<file path="src/rtl/rtdc_defs.svh">
// Constants for the RS-485 transceiver direction control block.
// Assumes inclusion by bare name from design files only.
`ifndef RTDC_DEFS_SVH
`define RTDC_DEFS_SVH

`define RTDC_SCRATCH_OFFSET 3'h7
`define RTDC_MODE_FOUR_WIRE 8'h00
`define RTDC_MODE_ECHO      8'h01
`define RTDC_MODE_CTRL      8'h02
`define RTDC_MODE_AUTO      8'h03
`define RTDC_FIFO_DEPTH     16
`define RTDC_PTR_W          4
`define RTDC_CNT_W          5
`define RTDC_CNT_ZERO       5'h00
`define RTDC_CNT_ONE        5'h01
`define RTDC_PTR_ONE        4'h1
`define RTDC_BYTE_ZERO      8'h00

`endif

</file>
<file path="src/rtl/rtdc_pkg.sv">
// Types for the RS-485 transceiver direction control block.
// Assumes the constants header is available to design files.
package rtdc_pkg;

   typedef enum logic [3:0] {
      RTDC_FOUR_WIRE = 4'b0001,
      RTDC_ECHO      = 4'b0010,
      RTDC_CTRL      = 4'b0100,
      RTDC_AUTO      = 4'b1000
   } rtdc_mode_e;

   typedef struct packed {
      logic [15:0][7:0] mem;
      logic [3:0]       wr_ptr;
      logic [3:0]       rd_ptr;
      logic [4:0]       count;
   } rtdc_fifo_s;

   typedef struct packed {
      rtdc_mode_e mode;
      logic [7:0] scratch;
      logic       tx_en;
      logic       rx_en;
   } rtdc_top_s;

endpackage

</file>
<file path="src/rtl/rtdc_fifo.sv">
// Byte FIFO used for the transmit and receive paths of one port.
// Assumes one clock and a synchronous active-high reset.
`timescale 1ns/1ps
`include "rtdc_defs.svh"

module rtdc_fifo (
   input  wire logic       clk,
   input  wire logic       srst,
   input  wire logic       enable,
   input  wire logic       in_valid,
   output logic            in_ready,
   input  wire logic [7:0] in_data,
   output logic            out_valid,
   input  wire logic       out_ready,
   output logic [7:0]      out_data,
   output logic [4:0]      level
);

   rtdc_pkg::rtdc_fifo_s st_r;
   rtdc_pkg::rtdc_fifo_s st_nxt;
   logic                 push;
   logic                 pop;
   logic                 full;
   logic                 empty;

   // A disabled FIFO behaves as a single byte holding register, as the
   // UART does with its FIFOs turned off.
   assign full  = enable ? (st_r.count == 5'(`RTDC_FIFO_DEPTH))
                         : (st_r.count != `RTDC_CNT_ZERO);
   assign empty = (st_r.count == `RTDC_CNT_ZERO);
   assign push  = in_valid && !full;
   assign pop   = out_ready && !empty;

   always_comb begin
      st_nxt = st_r;
      if (push) begin
         st_nxt.mem[st_r.wr_ptr] = in_data;
         st_nxt.wr_ptr = st_r.wr_ptr + `RTDC_PTR_ONE;
      end
      if (pop) begin
         st_nxt.rd_ptr = st_r.rd_ptr + `RTDC_PTR_ONE;
      end
      if (push && !pop) begin
         st_nxt.count = st_r.count + `RTDC_CNT_ONE;
      end else if (pop && !push) begin
         st_nxt.count = st_r.count - `RTDC_CNT_ONE;
      end
      if (srst) begin
         st_nxt = '0;
      end
   end

   always_ff @(posedge clk) begin
      st_r <= st_nxt;
   end

   assign in_ready  = !full;
   assign out_valid = !empty;
   assign out_data  = st_r.mem[st_r.rd_ptr];
   assign level     = st_r.count;

   a_fifo_bound : assert property (@(posedge clk) disable iff (srst)
      st_r.count <= 5'(`RTDC_FIFO_DEPTH))
      else $error("fifo count beyond depth");

endmodule

</file>
<file path="src/rtl/rtdc_top.sv">
// RS-485 direction control with the port's transmit and receive FIFOs.
// Assumes the UART shifter reports a frame in progress on tx_shifting.
// Notes on behaviour
// - Four modes steer line driver and receiver.
// - Four-wire keeps driver and receiver on.
// - Four-wire is the default mode.
// - Echo mode: driver on while ready high.
// - Echo mode keeps receiver always on.
// - Controlled mode: receiver off when driver on.
// - Automatic mode: slot-ready low enables driver.
// - Automatic mode: receiver off while driver on.
// - Ready and slot-ready are active low.
// - Separate transmit and receive FIFOs exist.
// - Software enables or disables each FIFO.
// - Scratch write at offset 7 sets mode.
// - Bytes 0 to 3 select the modes.
`timescale 1ns/1ps
`include "rtdc_defs.svh"

module rtdc_top (
   input  wire logic       clk,
   input  wire logic       srst,
   input  wire logic       reg_wr,
   input  wire logic [2:0] reg_addr,
   input  wire logic [7:0] reg_wdata,
   input  wire logic       term_ready_n,
   input  wire logic       tx_fifo_en,
   input  wire logic       rx_fifo_en,
   input  wire logic       tx_in_valid,
   output logic            tx_in_ready,
   input  wire logic [7:0] tx_in_data,
   output logic            tx_out_valid,
   input  wire logic       tx_out_ready,
   output logic [7:0]      tx_out_data,
   input  wire logic       tx_shifting,
   input  wire logic       rx_in_valid,
   output logic            rx_in_ready,
   input  wire logic [7:0] rx_in_data,
   output logic            rx_out_valid,
   input  wire logic       rx_out_ready,
   output logic [7:0]      rx_out_data,
   output logic [4:0]      rx_level,
   output logic            transmit_slot_ready_n,
   output logic            line_tx_en,
   output logic            line_rx_en,
   output logic [7:0]      scratch_rdata,
   output logic [3:0]      mode_state
);

   rtdc_pkg::rtdc_top_s   st_r;
   rtdc_pkg::rtdc_top_s   st_nxt;
   rtdc_pkg::rtdc_mode_e  mode_now;
   logic                  tx_busy;
   logic                  slot_n;
   logic                  tx_drive;
   logic                  rx_open;
   logic                  rx_push_ok;
   logic                  tx_fifo_valid;
   logic                  rx_fifo_ready;

   // Decode of the mode byte; any unassigned value falls back to four-wire.
   function automatic rtdc_pkg::rtdc_mode_e decode_mode(input logic [7:0] b);
      unique case (b)
         `RTDC_MODE_ECHO: decode_mode = rtdc_pkg::RTDC_ECHO;
         `RTDC_MODE_CTRL: decode_mode = rtdc_pkg::RTDC_CTRL;
         `RTDC_MODE_AUTO: decode_mode = rtdc_pkg::RTDC_AUTO;
         default:         decode_mode = rtdc_pkg::RTDC_FOUR_WIRE;
      endcase
   endfunction

   // One decode of the scratch write strobe, shared by mode and data paths.
   function automatic logic scratch_hit(input logic       wr,
                                        input logic [2:0] addr);
      scratch_hit = wr && (addr == `RTDC_SCRATCH_OFFSET);
   endfunction

   rtdc_fifo u_tx_fifo (
      .clk       (clk),
      .srst      (srst),
      .enable    (tx_fifo_en),
      .in_valid  (tx_in_valid),
      .in_ready  (tx_in_ready),
      .in_data   (tx_in_data),
      .out_valid (tx_fifo_valid),
      .out_ready (tx_out_ready),
      .out_data  (tx_out_data),
      .level     ()
   );

   rtdc_fifo u_rx_fifo (
      .clk       (clk),
      .srst      (srst),
      .enable    (rx_fifo_en),
      .in_valid  (rx_push_ok),
      .in_ready  (rx_fifo_ready),
      .in_data   (rx_in_data),
      .out_valid (rx_out_valid),
      .out_ready (rx_out_ready),
      .out_data  (rx_out_data),
      .level     (rx_level)
   );

   // Bytes heard while the receiver is disabled never reach the FIFO.
   assign rx_push_ok   = rx_in_valid && st_r.rx_en;
   assign rx_in_ready  = rx_fifo_ready || !st_r.rx_en;
   assign tx_out_valid = tx_fifo_valid;

   // hold through stop bit
   // The shifter flag covers the frame up to the end of its stop bit, so in
   // automatic mode the driver does not drop while the last byte is still on the line.
   assign tx_busy = tx_fifo_valid || tx_shifting;
   assign slot_n  = !tx_busy;
   assign transmit_slot_ready_n = slot_n;

   assign mode_now = scratch_hit(reg_wr, reg_addr)
                     ? decode_mode(reg_wdata) : st_r.mode;

   always_comb begin
      tx_drive = 1'b1;
      rx_open  = 1'b1;
      unique case (mode_now)
         rtdc_pkg::RTDC_FOUR_WIRE: begin
            tx_drive = 1'b1;
            rx_open  = 1'b1;
         end
         rtdc_pkg::RTDC_ECHO: begin
            tx_drive = term_ready_n;
            rx_open  = 1'b1;
         end
         rtdc_pkg::RTDC_CTRL: begin
            tx_drive = term_ready_n;
            rx_open  = !term_ready_n;
         end
         rtdc_pkg::RTDC_AUTO: begin
            tx_drive = !slot_n;
            rx_open  = slot_n;
         end
         default: begin
            tx_drive = 1'b1;
            rx_open  = 1'b1;
         end
      endcase
   end

   always_comb begin
      st_nxt = st_r;
      if (scratch_hit(reg_wr, reg_addr)) begin
         st_nxt.scratch = reg_wdata;
      end
      st_nxt.mode  = mode_now;
      st_nxt.tx_en = tx_drive;
      st_nxt.rx_en = rx_open;
      if (srst) begin
         st_nxt.mode    = rtdc_pkg::RTDC_FOUR_WIRE;
         st_nxt.scratch = `RTDC_MODE_FOUR_WIRE;
         st_nxt.tx_en   = 1'b1;
         st_nxt.rx_en   = 1'b1;
      end
   end

   always_ff @(posedge clk) begin
      st_r <= st_nxt;
   end

   assign line_tx_en    = st_r.tx_en;
   assign line_rx_en    = st_r.rx_en;
   assign scratch_rdata = st_r.scratch;
   assign mode_state    = st_r.mode;

   a_four_wire_on : assert property (@(posedge clk)
      disable iff (srst)
      st_r.mode == rtdc_pkg::RTDC_FOUR_WIRE |-> line_tx_en && line_rx_en)
      else $error("four-wire mode lost an enable");

   a_echo_drive : assert property (@(posedge clk)
      disable iff (srst)
      $past(mode_now) == rtdc_pkg::RTDC_ECHO && !$past(srst)
      |-> line_tx_en == $past(term_ready_n))
      else $error("echo driver does not follow ready");

   a_echo_rx_on : assert property (@(posedge clk)
      disable iff (srst)
      st_r.mode == rtdc_pkg::RTDC_ECHO |-> line_rx_en)
      else $error("echo receiver disabled");

   a_ctrl_exclusive : assert property (@(posedge clk)
      disable iff (srst)
      st_r.mode == rtdc_pkg::RTDC_CTRL |-> line_tx_en != line_rx_en)
      else $error("controlled mode enables overlap");

   a_auto_drive : assert property (@(posedge clk)
      disable iff (srst)
      $past(mode_now) == rtdc_pkg::RTDC_AUTO && !$past(srst)
      |-> line_tx_en == !$past(transmit_slot_ready_n))
      else $error("automatic driver does not follow slot ready");

   a_auto_exclusive : assert property (@(posedge clk)
      disable iff (srst)
      st_r.mode == rtdc_pkg::RTDC_AUTO |-> line_tx_en != line_rx_en)
      else $error("automatic mode enables overlap");

   a_mode_write : assert property (@(posedge clk)
      disable iff (srst)
      reg_wr && reg_addr == `RTDC_SCRATCH_OFFSET
      && reg_wdata == `RTDC_MODE_CTRL
      |=> mode_state == rtdc_pkg::RTDC_CTRL)
      else $error("mode write not taken");

   a_bad_byte : assert property (@(posedge clk)
      disable iff (srst)
      reg_wr && reg_addr == `RTDC_SCRATCH_OFFSET
      && reg_wdata > `RTDC_MODE_AUTO
      |=> mode_state == rtdc_pkg::RTDC_FOUR_WIRE)
      else $error("unassigned byte not four-wire");

   a_stop_hold : assert property (@(posedge clk)
      disable iff (srst)
      st_r.mode == rtdc_pkg::RTDC_AUTO && $past(mode_now)
      == rtdc_pkg::RTDC_AUTO && $past(tx_shifting) |-> line_tx_en)
      else $error("driver dropped during frame");

   // A pop may still lower the level, but a dropped byte must never raise it.
   a_rx_block : assert property (@(posedge clk)
      disable iff (srst)
      rx_in_valid && !st_r.rx_en |=> rx_level <= $past(rx_level))
      else $error("byte received while receiver off");

   a_reset_mode : assert property (@(posedge clk)
      srst |=> mode_state == rtdc_pkg::RTDC_FOUR_WIRE
      && scratch_rdata == `RTDC_MODE_FOUR_WIRE
      && line_tx_en && line_rx_en)
      else $error("reset did not restore four-wire");

   a_ctrl_drive : assert property (@(posedge clk)
      disable iff (srst)
      $past(mode_now) == rtdc_pkg::RTDC_CTRL && !$past(srst)
      |-> line_tx_en == $past(term_ready_n)
      && line_rx_en == !$past(term_ready_n))
      else $error("controlled mode does not follow ready");

   a_auto_rx_follow : assert property (@(posedge clk)
      disable iff (srst)
      $past(mode_now) == rtdc_pkg::RTDC_AUTO && !$past(srst)
      |-> line_rx_en == $past(transmit_slot_ready_n))
      else $error("automatic receiver does not follow slot ready");

   a_slot_busy : assert property (@(posedge clk)
      disable iff (srst)
      transmit_slot_ready_n == !(tx_out_valid || tx_shifting))
      else $error("slot ready not low while data waits");

   a_scratch_keep : assert property (@(posedge clk)
      disable iff (srst)
      !scratch_hit(reg_wr, reg_addr) |=> $stable(scratch_rdata))
      else $error("scratch changed without a write");

   a_mode_instant : assert property (@(posedge clk)
      disable iff (srst)
      scratch_hit(reg_wr, reg_addr) && reg_wdata == `RTDC_MODE_ECHO
      |=> line_tx_en == $past(term_ready_n) && line_rx_en)
      else $error("echo write not applied at once");

   a_echo_code : assert property (@(posedge clk)
      disable iff (srst)
      scratch_hit(reg_wr, reg_addr) && reg_wdata == `RTDC_MODE_ECHO
      |=> mode_state == rtdc_pkg::RTDC_ECHO)
      else $error("echo byte not decoded");

   a_auto_code : assert property (@(posedge clk)
      disable iff (srst)
      scratch_hit(reg_wr, reg_addr) && reg_wdata == `RTDC_MODE_AUTO
      |=> mode_state == rtdc_pkg::RTDC_AUTO)
      else $error("automatic byte not decoded");

   a_four_code : assert property (@(posedge clk)
      disable iff (srst)
      scratch_hit(reg_wr, reg_addr) && reg_wdata == `RTDC_MODE_FOUR_WIRE
      |=> mode_state == rtdc_pkg::RTDC_FOUR_WIRE)
      else $error("four-wire byte not decoded");

   c_echo_send : cover property (@(posedge clk)
      st_r.mode == rtdc_pkg::RTDC_ECHO && line_tx_en);
   c_ctrl_recv : cover property (@(posedge clk)
      st_r.mode == rtdc_pkg::RTDC_CTRL && line_rx_en && rx_out_valid);
   c_auto_turn : cover property (@(posedge clk)
      st_r.mode == rtdc_pkg::RTDC_AUTO && line_tx_en ##1 line_rx_en);
   c_fifo_full : cover property (@(posedge clk) !tx_in_ready);
   c_reset_auto : cover property (@(posedge clk)
      st_r.mode == rtdc_pkg::RTDC_AUTO ##1 srst);

endmodule

</file>
<file path="config.mk">
export PLATFORM = sky130hd
export DESIGN_NAME = rtdc_top
export DESIGN_NICKNAME = d
export VERILOG_FILES = /design/src/rtl/rtdc_pkg.sv /design/src/rtl/rtdc_fifo.sv /design/src/rtl/rtdc_top.sv
export VERILOG_INCLUDE_DIRS = /design/src /design/src/rtl
export SDC_FILE = /design/constraint.sdc
export NUM_CORES = 1
export LEC_CHECK = 0
export ABC_AREA = 1
export BUFFER_PORTS_ARGS = -buffer_cell sky130_fd_sc_hd__buf_2
export CORE_ASPECT_RATIO = 0.5
export CORE_MARGIN = 2
export CORE_UTILIZATION = 56
export DETAILED_ROUTE_END_ITERATION = 10
export PLACE_DENSITY = 0.89
export SLEW_MARGIN = 20
export SYNTH_ARGS = -nofsm -noshare
export SYNTH_HDL_FRONTEND = slang
export SYNTH_SLANG_ARGS = --single-unit
</file>
<file path="constraint.sdc">
create_clock -name clk -period 2.9 [get_ports clk]
set_clock_uncertainty 0.2 [all_clocks]
set_input_delay 0.435 -clock clk [delete_from_list [all_inputs] [get_ports clk]]
set_output_delay 0.435 -clock clk [all_outputs]
set_load 0.02 [all_outputs]
</file>
==> key figures, run 1 <==
Route
  – DR WL/cell: 14.0 um
  – Vias: between 10,000 and 15,000
  – Drt first pass iters: 5
  – Detailed Route WL: 37.7 mm
  – DR DRC count: 0
  – DR iter-0 viols: between 1,000 and 1,500
  – Routed Antenna Nets: 0
  – Vias per Instance: approximately 5.3

Floorplanning
  – Die Wd: between 200 and 250 um
  – Starting Density: around 57%
  – Rows: 42
  – IO Pins: 78
  – Core Area: roughly 0.026 mm2
  – Die Y: 120 um
  – Die area: about 0.028 mm2

Clock tree
  – CTS tree: done
  – Clock Tree Buf Depth: 3
  – Root Buffer Master: clkbuf_16
  – Clock buffer count from CTS: 26
  – Clk_lat worst skew: about 0.55 ns
  – Clk slew on worst S/H paths: 0.07 ns
  – H-tree levels: 1
  – Clk sinks: 296

Placed design
  – I/O Buffers: a little under 80
  – GP Congestion: approximately 0.9
  – Post-DP Area: 0.0154 mm2
  – HPWL after DPL: about 23 mm
  – Post-Place Setup Slack: around 0.27 ns

Worst setup path
  – CP arrival: between 2 and 2.5 ns
  – Crit. End Element: output port
  – CP Class: reg -> out
  – Data required time of the worst path: 2.27 ns
  – Setup crit start kind: flip-flop
  – Worst Path Max Fanout: 64

Synthesis
  – Syn Inst Count: roughly 2,300
  – Register bit total from synthesis: approximately 300
  – Synth Area per Inst: 6.43 um2
  – Synth cell types: 32
  – Synthesized Nets: between 2,000 and 2,500
  – Synthesized area: ~0.015 mm2
  – Synth warnings: 0
  – Post-synthesis sequential area ratio: between 30% and 40%

Timing
  – Final Hold Vio Count: 0
  – Max-slew violation count: 0
  – Achievable Freq: ~360 MHz
  – Part of the cycle the worst path needs: between 90% and 100%
  – Period minus WS final: ~2.8 ns
  – Hold slack: approximately 0.037 ns
  – Slew @ Worst Pin: just over 0.8 ns
  – Endpoints failing setup: 0
  – Normalized max-slew margin: 45.8%
  – Final setup margin: between 0.1 and 0.15 ns

Cells and area
  – N_diodes: 0
  – Nets: 2,383
  – Fin util: 62.8%
  – Proportion of layout cells with a drive suffix above 1: under 10%
  – Area grow syn2layout: 10.6%
  – Final Cell Area: 0.0165 mm2

Power
  – Lkg Pwr: a little under 8 nW
  – Sw Share: ~36%
  – Sw Pwr: 4.33 mW
  – Clock network fraction of design power: 31.6%
  – Pint: 7.84 mW
  – Sequential power share: between 30% and 40%
  – Power Dens Cells: approximately 740 mW/mm2
  – Maximum vdd drop: around 0.0004 V
  – Combinational group share of total power: between 30 and 40%

GRT
  – Total grt overflow: 0
  – Vias in the first global route: around 13,000
  – Global-route wire length before repair: 62.3 mm
  – Initial antenna violation count: 0
  – Total GRT Usage: a little over a quarter
  – Largest net degree at the start of global routing: 73

Status
  – Status: complete, no violations

Run
  – Max Cap Viol: 0

Worst hold path
  – Hold Path Class: in -> reg
==> critical path, cell delays in order, from the launching register on <==
cell and delay (ns):
dfxtp_2 0.33, inv_1 0.12, buf_12 0.25, a21oi_1 0.10
o21ai_0 0.14, nand3_1 0.21, nand3_1 0.16, nand2_1 0.09
buf_2 0.16
==> cell families after synthesis <==
group	Yosys count	synth area share (%)
adder cells (fa/ha/maj)	20	1.78
AO/OA/AOI/OAI	376	12.7
buffers and inverters	410	11.5
XOR/XNOR	8	0.469
flip-flops	296	39.7
AND/OR/NAND/NOR	1215	33.8
==> power by group through the flow <==
stage               Sequential (mW)  Combinational [mW]  Clock [mW]
floorplan                      4.50                2.92           0
global placement               4.51                3.70           0
detailed placement             4.53                3.78           0
CTS                            4.43                3.84        3.86
global route                   4.47                4.30        4.05
finish                         4.44                3.89        3.84
==> worst paths after layout <==
check	startpoint	to	slack, ns	depth (start not counted)
worst min register to register	u_tx_fifo.st_r[114]$_SDFFE_PP0P_	u_tx_fifo.st_r[114]$_SDFFE_PP0P_	0.26	2
worst max register to register	u_rx_fifo.level[3]$_SDFFE_PP0P_	u_rx_fifo.level[4]$_SDFFE_PP0P_	0.28	15
worst max-delay path	u_tx_fifo.st_r[5]$_SDFFE_PP0P_	tx_out_data[4]	0.14	8
worst min-delay path	tx_in_valid	u_tx_fifo.st_r[10]$_SDFFE_PP0P_	0.04	3
==> synthesized netlist by cell type <==
cell type | number | area (um2)
nand3_1 | 164 | 821
nand2_1 | 553 | 2080
a21o_1 | 2 | 15.0
a211oi_1 | 2 | 15.0
xnor2_1 | 2 | 17.5
nor2_1 | 466 | 1750
buf_2 | 25 | 125
o21bai_1 | 1 | 7.51
o21ai_2 | 1 | 8.76
nand2_2 | 3 | 18.8
buf_4 | 6 | 45.0
clkbuf_1 | 87 | 327
xor2_1 | 6 | 52.6
nor2_4 | 1 | 11.3
dfxtp_1 | 296 | 5930
nor4_4 | 1 | 21.3
buf_1 | 24 | 90.1
nand4_4 | 6 | 128
nand3_4 | 9 | 158
nor2_2 | 3 | 18.8
inv_1 | 243 | 912
clkinv_1 | 6 | 22.5
o21ai_0 | 154 | 771
fa_1 | 2 | 40.0
inv_2 | 3 | 11.3
buf_6 | 15 | 169
ha_1 | 18 | 225
nand4_1 | 6 | 37.5
or2_2 | 3 | 18.8
o211ai_1 | 1 | 7.51
a21oi_1 | 215 | 1080
buf_12 | 1 | 20.0
==> layout by cell type (no fill, tap or decap), types with 7 or more instances in the layout <==
cell type / n
a21oi_1: 213
buf_2: 77
buf_4: 38
clkbuf_16: 27
clkbuf_8: 7
dfxtp_1: 293
dlygate4sd3_1: 9
ha_1: 14
inv_1: 239
nand2_1: 552
nand3_1: 164
nand3_4: 9
nor2_1: 466
o21ai_0: 152
==> sequential cells by signal (all words and copies together), names as in the netlist <==
| name | cells |
|---|---|
| u_tx_fifo.level | 5 |
| u_rx_fifo.level | 5 |
| u_rx_fifo.st_r | 136 |
| scratch_rdata | 8 |
| u_tx_fifo.st_r | 136 |
| line_tx_en | 1 |
| line_rx_en | 1 |
| mode_state | 4 |
==> timing repair <==
action	4_1_cts	5_1_grt
gates resized for setup	1	3
buffers inserted	1	3
hold buffers	9	0
pin swaps	0	0
setup endpoints to repair	2	10
cloned	0	0
endpoints found under the hold margin	9	0
==> final cells by class <==
class	instances	area (um2)
Fill cell	2305	9800
Multi-Input combinational cell	1619	7380
Sequential cell	296	5930
Tap cell	352	440
Clock buffer	37	783
Inverter	252	967
Clock inverter	11	161
Timing Repair Buffer	130	872
==> stage by stage <==
step | total power [mW] | setup TNS, ns | cells
3_5_place_dp | 8.30 | 0 | 2636
5_1_grt | 12.8 | -0.0243 | 2697
3_3_place_gp | 8.21 | 0 | 2636
6_report | 12.2 | 0 | 2697
4_1_cts | 12.1 | 0 | 2694
2_1_floorplan | 7.43 | -0.0114 | 2325
==> per-layer routing <==
metal / global-route usage [%] / share of wire [%] / vias up
li1: - / - / 7221
met1: 34.0 / 42 / 6485
met2: 45.0 / 47 / 566
met3: 3.93 / 7.2 / 93
met4: 9.26 / 3.2 / 0
met5: 0 / 0 / -
Power figures use the tool's default switching activity.
==> run 2: changes to the inputs <==
--- a/config.mk
+++ b/config.mk
@@ -6,13 +6,12 @@
 export SDC_FILE = /design/constraint.sdc
 export NUM_CORES = 1
 export LEC_CHECK = 0
-export ABC_AREA = 1
 export BUFFER_PORTS_ARGS = -buffer_cell sky130_fd_sc_hd__buf_2
 export CORE_ASPECT_RATIO = 0.5
 export CORE_MARGIN = 2
-export CORE_UTILIZATION = 56
+export CORE_UTILIZATION = 40
 export DETAILED_ROUTE_END_ITERATION = 10
-export PLACE_DENSITY = 0.89
+export PLACE_DENSITY = 0.7
 export SLEW_MARGIN = 20
 export SYNTH_ARGS = -nofsm -noshare
 export SYNTH_HDL_FRONTEND = slang
==> run 2 against run 1 <==
The flow now finishes with violations (negative setup slack). Power down 7.1%. Combinational power down 14%. Clock power down 6.3%. Die area up 33%. Worst hold slack better by 0.029 ns. Non-clock buffer count up 31. First-iteration DRC count down 58%. Sequential power down 1%. Critical path depth down 4. Highest routed layer unchanged.
==> key figures, run 2 <==
Status
  – Status: finished, violations left
  – Failing checks: negative setup slack

Synthesis
  – Synth warnings: 0 (unchanged)
  – Synthesized area: 0.0143 mm2 (-4.0%)
  – Main synth FF type: dfxtp_1
  – Most common cell in the synthesized netlist: dfxtp_1
  – Simple-Gate Fraction of Synth Area: 18.0% (-16 points)
  – Post-synthesis mux area share: 31.3% (+31 points)
  – Largest cells by area after synthesis: dfxtp_1 (41%), mux2i_1 (18%), mux4_2 (13%), nand2b_1 (12%), clkbuf_1 (2.2%)
  – Post-synth EDFFs: 0 (unchanged)
  – Post-synthesis sequential area ratio: 41.3% (+1.7 points)
  – Register bit total from synthesis: 296 (unchanged)
  – Synth top area share: 41.3% (+1.7 points)
  – Async SR Flop Fraction: 0% (unchanged)
  – Synth Area per Inst: 11.3 um2 (+76%)
  – Synthesized Nets: 1,326 (-44%)
  – Post-Synth XOR/XNOR Area: 0.855% (+0.39 points)
  – Synth cell types: 54 (+69%)
  – Compound-cell area share of the yosys netlist: 2.46% (-10 points)
  – Largest family of logic cells by synthesized area: multiplexers
  – Syn Inst Count: 1,268 (-45%)
  – Area leader, netlist: dfxtp_1
  – Commonest cells post-synth: dfxtp_1 (296), nand2b_1 (276), mux2i_1 (263)
  – Post-synthesis adder-cell area fraction: 1.85% (+0.074 points)

Worst setup path
  – CP most frequent cell: mux4_2
  – CP peak stage delay: 0.54 ns (+0.21 ns)
  – Data required time of the worst path: 2.27 ns (about the same)
  – CP Cell Sequence: buf_12 > mux4_2 > mux4_2 > buf_2
  – CP Class: reg -> out
  – Crit-path slowest cell: mux4_2
  – CP top delay family: multiplexers
  – Worst Path Max Fanout: 14 (-78%)
  – CP arrival: 2.41 ns (+0.29 ns)
  – Crit. End Element: output port
  – Setup crit start kind: flip-flop
  – WP buf/inv: 2 (-1)

Clock tree
  – Clock buffer count from CTS: 28 (+7.7%)
  – H-tree levels: 1 (unchanged)
  – Clock Tree Buf Depth: 3 (unchanged)
  – Clk slew on worst S/H paths: 0.06 ns (about the same)
  – Clk_lat worst skew: 0.55 ns (about the same)
  – CTS tree: done
  – Clk sinks: 296 (unchanged)
  – Root Buffer Master: clkbuf_16

Power
  – Sw Share: 29.6% (-6.0 points)
  – Lkg Pwr: 7.49 nW (-5.0%)
  – Maximum vdd drop: 0.000400 V (-2.3%)
  – Clock network fraction of design power: 31.8% (+0.2 points)
  – Design Power: 11.3 mW (-7.1%)
  – Pint: 7.97 mW (+1.6%)
  – Power Dens Cells: 679 mW/mm2 (-7.8%)
  – Sequential power share: 38.8% (+2.3 points)
  – Sw Pwr: 3.35 mW (-23%)
  – Combinational group share of total power: 29.4% (-2.6 points)

Route
  – DR iter-0 viols: 522 (-58%)
  – Drt first pass iters: 5 (unchanged)
  – Vias per Instance: 5.27 (-1.1%)
  – Routed Antenna Nets: 0 (unchanged)
  – Detailed Route WL: 34.1 mm (-9.5%)
  – Vias: 9,644 (-33%)
  – DR WL/cell: 18.6 um (+33%)
  – DR DRC count: 0 (unchanged)

GRT
  – Vias in the first global route: 9,955 (-23%)
  – Initial antenna violation count: 0 (unchanged)
  – Largest net degree at the start of global routing: 114 (+56%)
  – Global-route wire length before repair: 54.2 mm (-13%)
  – Total GRT Usage: 18.2% (-8.0 points)
  – Total grt overflow: 0 (unchanged)

Cells and area
  – # fillers: 3,103 (+35%)
  – Fin util: 47.8% (-15 points)
  – Most frequent cells in the layout: dfxtp_1 (291), nand2b_1 (276), mux2i_1 (262), mux4_2 (80), buf_2 (65)
  – Proportion of layout cells with a drive suffix above 1: 23.7% (+15 points)
  – Most common cell after layout, fill and taps aside: dfxtp_1
  – Nets: 1,395 (-41%)
  – Area grow syn2layout: 16.2%
  – N_diodes: 0 (unchanged)

Timing
  – RSZ-0062 raised after global routing: true
  – Normalized max-slew margin: 49.8% (+4.0 points)
  – Achievable Freq: 329 MHz (-9.3%)
  – Period minus WS final: 3.04 ns (+0.283 ns)
  – Endpoints failing setup: 18 (+18)
  – Final Hold Vio Count: 0 (unchanged)
  – Final setup margin: -0.141 ns (-0.283 ns)
  – Hold slack: 0.0670 ns (+0.0295 ns)
  – Part of the cycle the worst path needs: 105% (+9.8 points)
  – Max-slew violation count: 0 (unchanged)
  – Setup_tns: -1.80 ns (-1.80 ns)
  – Slew @ Worst Pin: 0.752 ns (-0.0607 ns)

Floorplanning
  – Rows: 48 (+14%)
  – Die area: 0.0375 mm2 (+33%)
  – Core Area: 0.0349 mm2 (+33%)
  – Die Y: 138 um (+15%)
  – Die Wd: 272 um (+16%)
  – IO Pins: 78 (unchanged)
  – Starting Density: 41.1% (-16 points)

Worst hold path
  – Hold Path Class: in -> reg

Placed design
  – GP Congestion: 0.816 (-7.2%)
  – Post-Place Setup Slack: -0.202 ns (-0.473 ns)
  – I/O Buffers: 77 (unchanged)
  – HPWL after DPL: 22.0 mm (-4.5%)

Run
  – Max Cap Viol: 0 (unchanged)
run 2: cell count changes after synthesis, moves of 146 or more:
cell / delta
a21oi_1: -191
inv_1: -232
mux2i_1: +263
nand2_1: -526
nand2b_1: +276
nand3_1: -157
nor2_1: -433
o21ai_0: -146
run 2: cell type report:
class                           instances  area (um2)  area share [%]
Inverter                               12        52.6           0.315
Tap cell                              475         594            3.57
Clock inverter                          5        28.8           0.173
Sequential cell                       296        5940            35.6
Timing Repair Buffer                  161        1290            7.77
Clock buffer                           43         868            5.21
Multi-Input combinational cell        838        7890            47.3
run 2: power groups by stage:
stage | logic, mW | registers [mW] | clock network (mW)
final | 3.33 | 4.39 | 3.60
after global placement | 2.85 | 4.45 | 0
after floorplan | 2.14 | 4.41 | 0
after detailed placement | 2.94 | 4.46 | 0
after CTS | 3.26 | 4.38 | 3.67
after global routing | 3.57 | 4.40 | 3.84
run 2: cell families after synthesis:
logic type,Yosys count
buffers and inverters,134
muxes,347
AOI/OAI and AO/OA,55
DFF,296
and+or+nand+nor,402
adders and majority gates,20
xor gates and xnor gates,14
run 2: timing repair:
item                                    in CTS  in global routing
cloned                                       3                  1
endpoints found under the hold margin        9                  0
setup buffers                                9                  3
hold buffers                                 9                  0
pin swaps                                    6                  8
resized for setup                           22                 22
endpoints found under the setup margin      19                 20
run 2: path summary, 6_finish.rpt:
path,start,to,slack (ns),cells after the start
worst max-delay path,u_rx_fifo.st_r[5]$_SDFFE_PP0P_,rx_out_data[5],-0.14,4
worst min-delay path,tx_out_ready,u_tx_fifo.st_r[8]$_SDFFE_PP0P_,0.07,4
worst min register to register,scratch_rdata[3]$_SDFFE_PP0N_,scratch_rdata[3]$_SDFFE_PP0N_,0.26,2
worst max register to register,u_rx_fifo.level[0]$_SDFFE_PP0P_,u_rx_fifo.level[4]$_SDFFE_PP0P_,-0.10,10
run 2: through the flow:
step,instance area (um2),instances
final,16700,1830
after floorplan,14400,1268
after CTS,16600,1828
after detailed placement,15400,1759
after global placement,15400,1759
after global routing,16700,1830
run 2: metal layers:
| layer | share of wire, % | GRT usage [%] | wire length (um) |
|---|---|---|---|
| met1 | 45 | 23.1 | 15200 |
| met2 | 51 | 33.3 | 17300 |
| met3 | 2.8 | 2.56 | 961 |
| met4 | 1.9 | 4.18 | 652 |
| met5 | 0 | 0 | 0 |
run 2: tightest hold or removal path: cells and delay by family:
family	cells	cell delay (ns)
xor+xnor	1	0.07
simple gates	1	0.07
compound gates	1	0.09
buf+inv	1	0.11
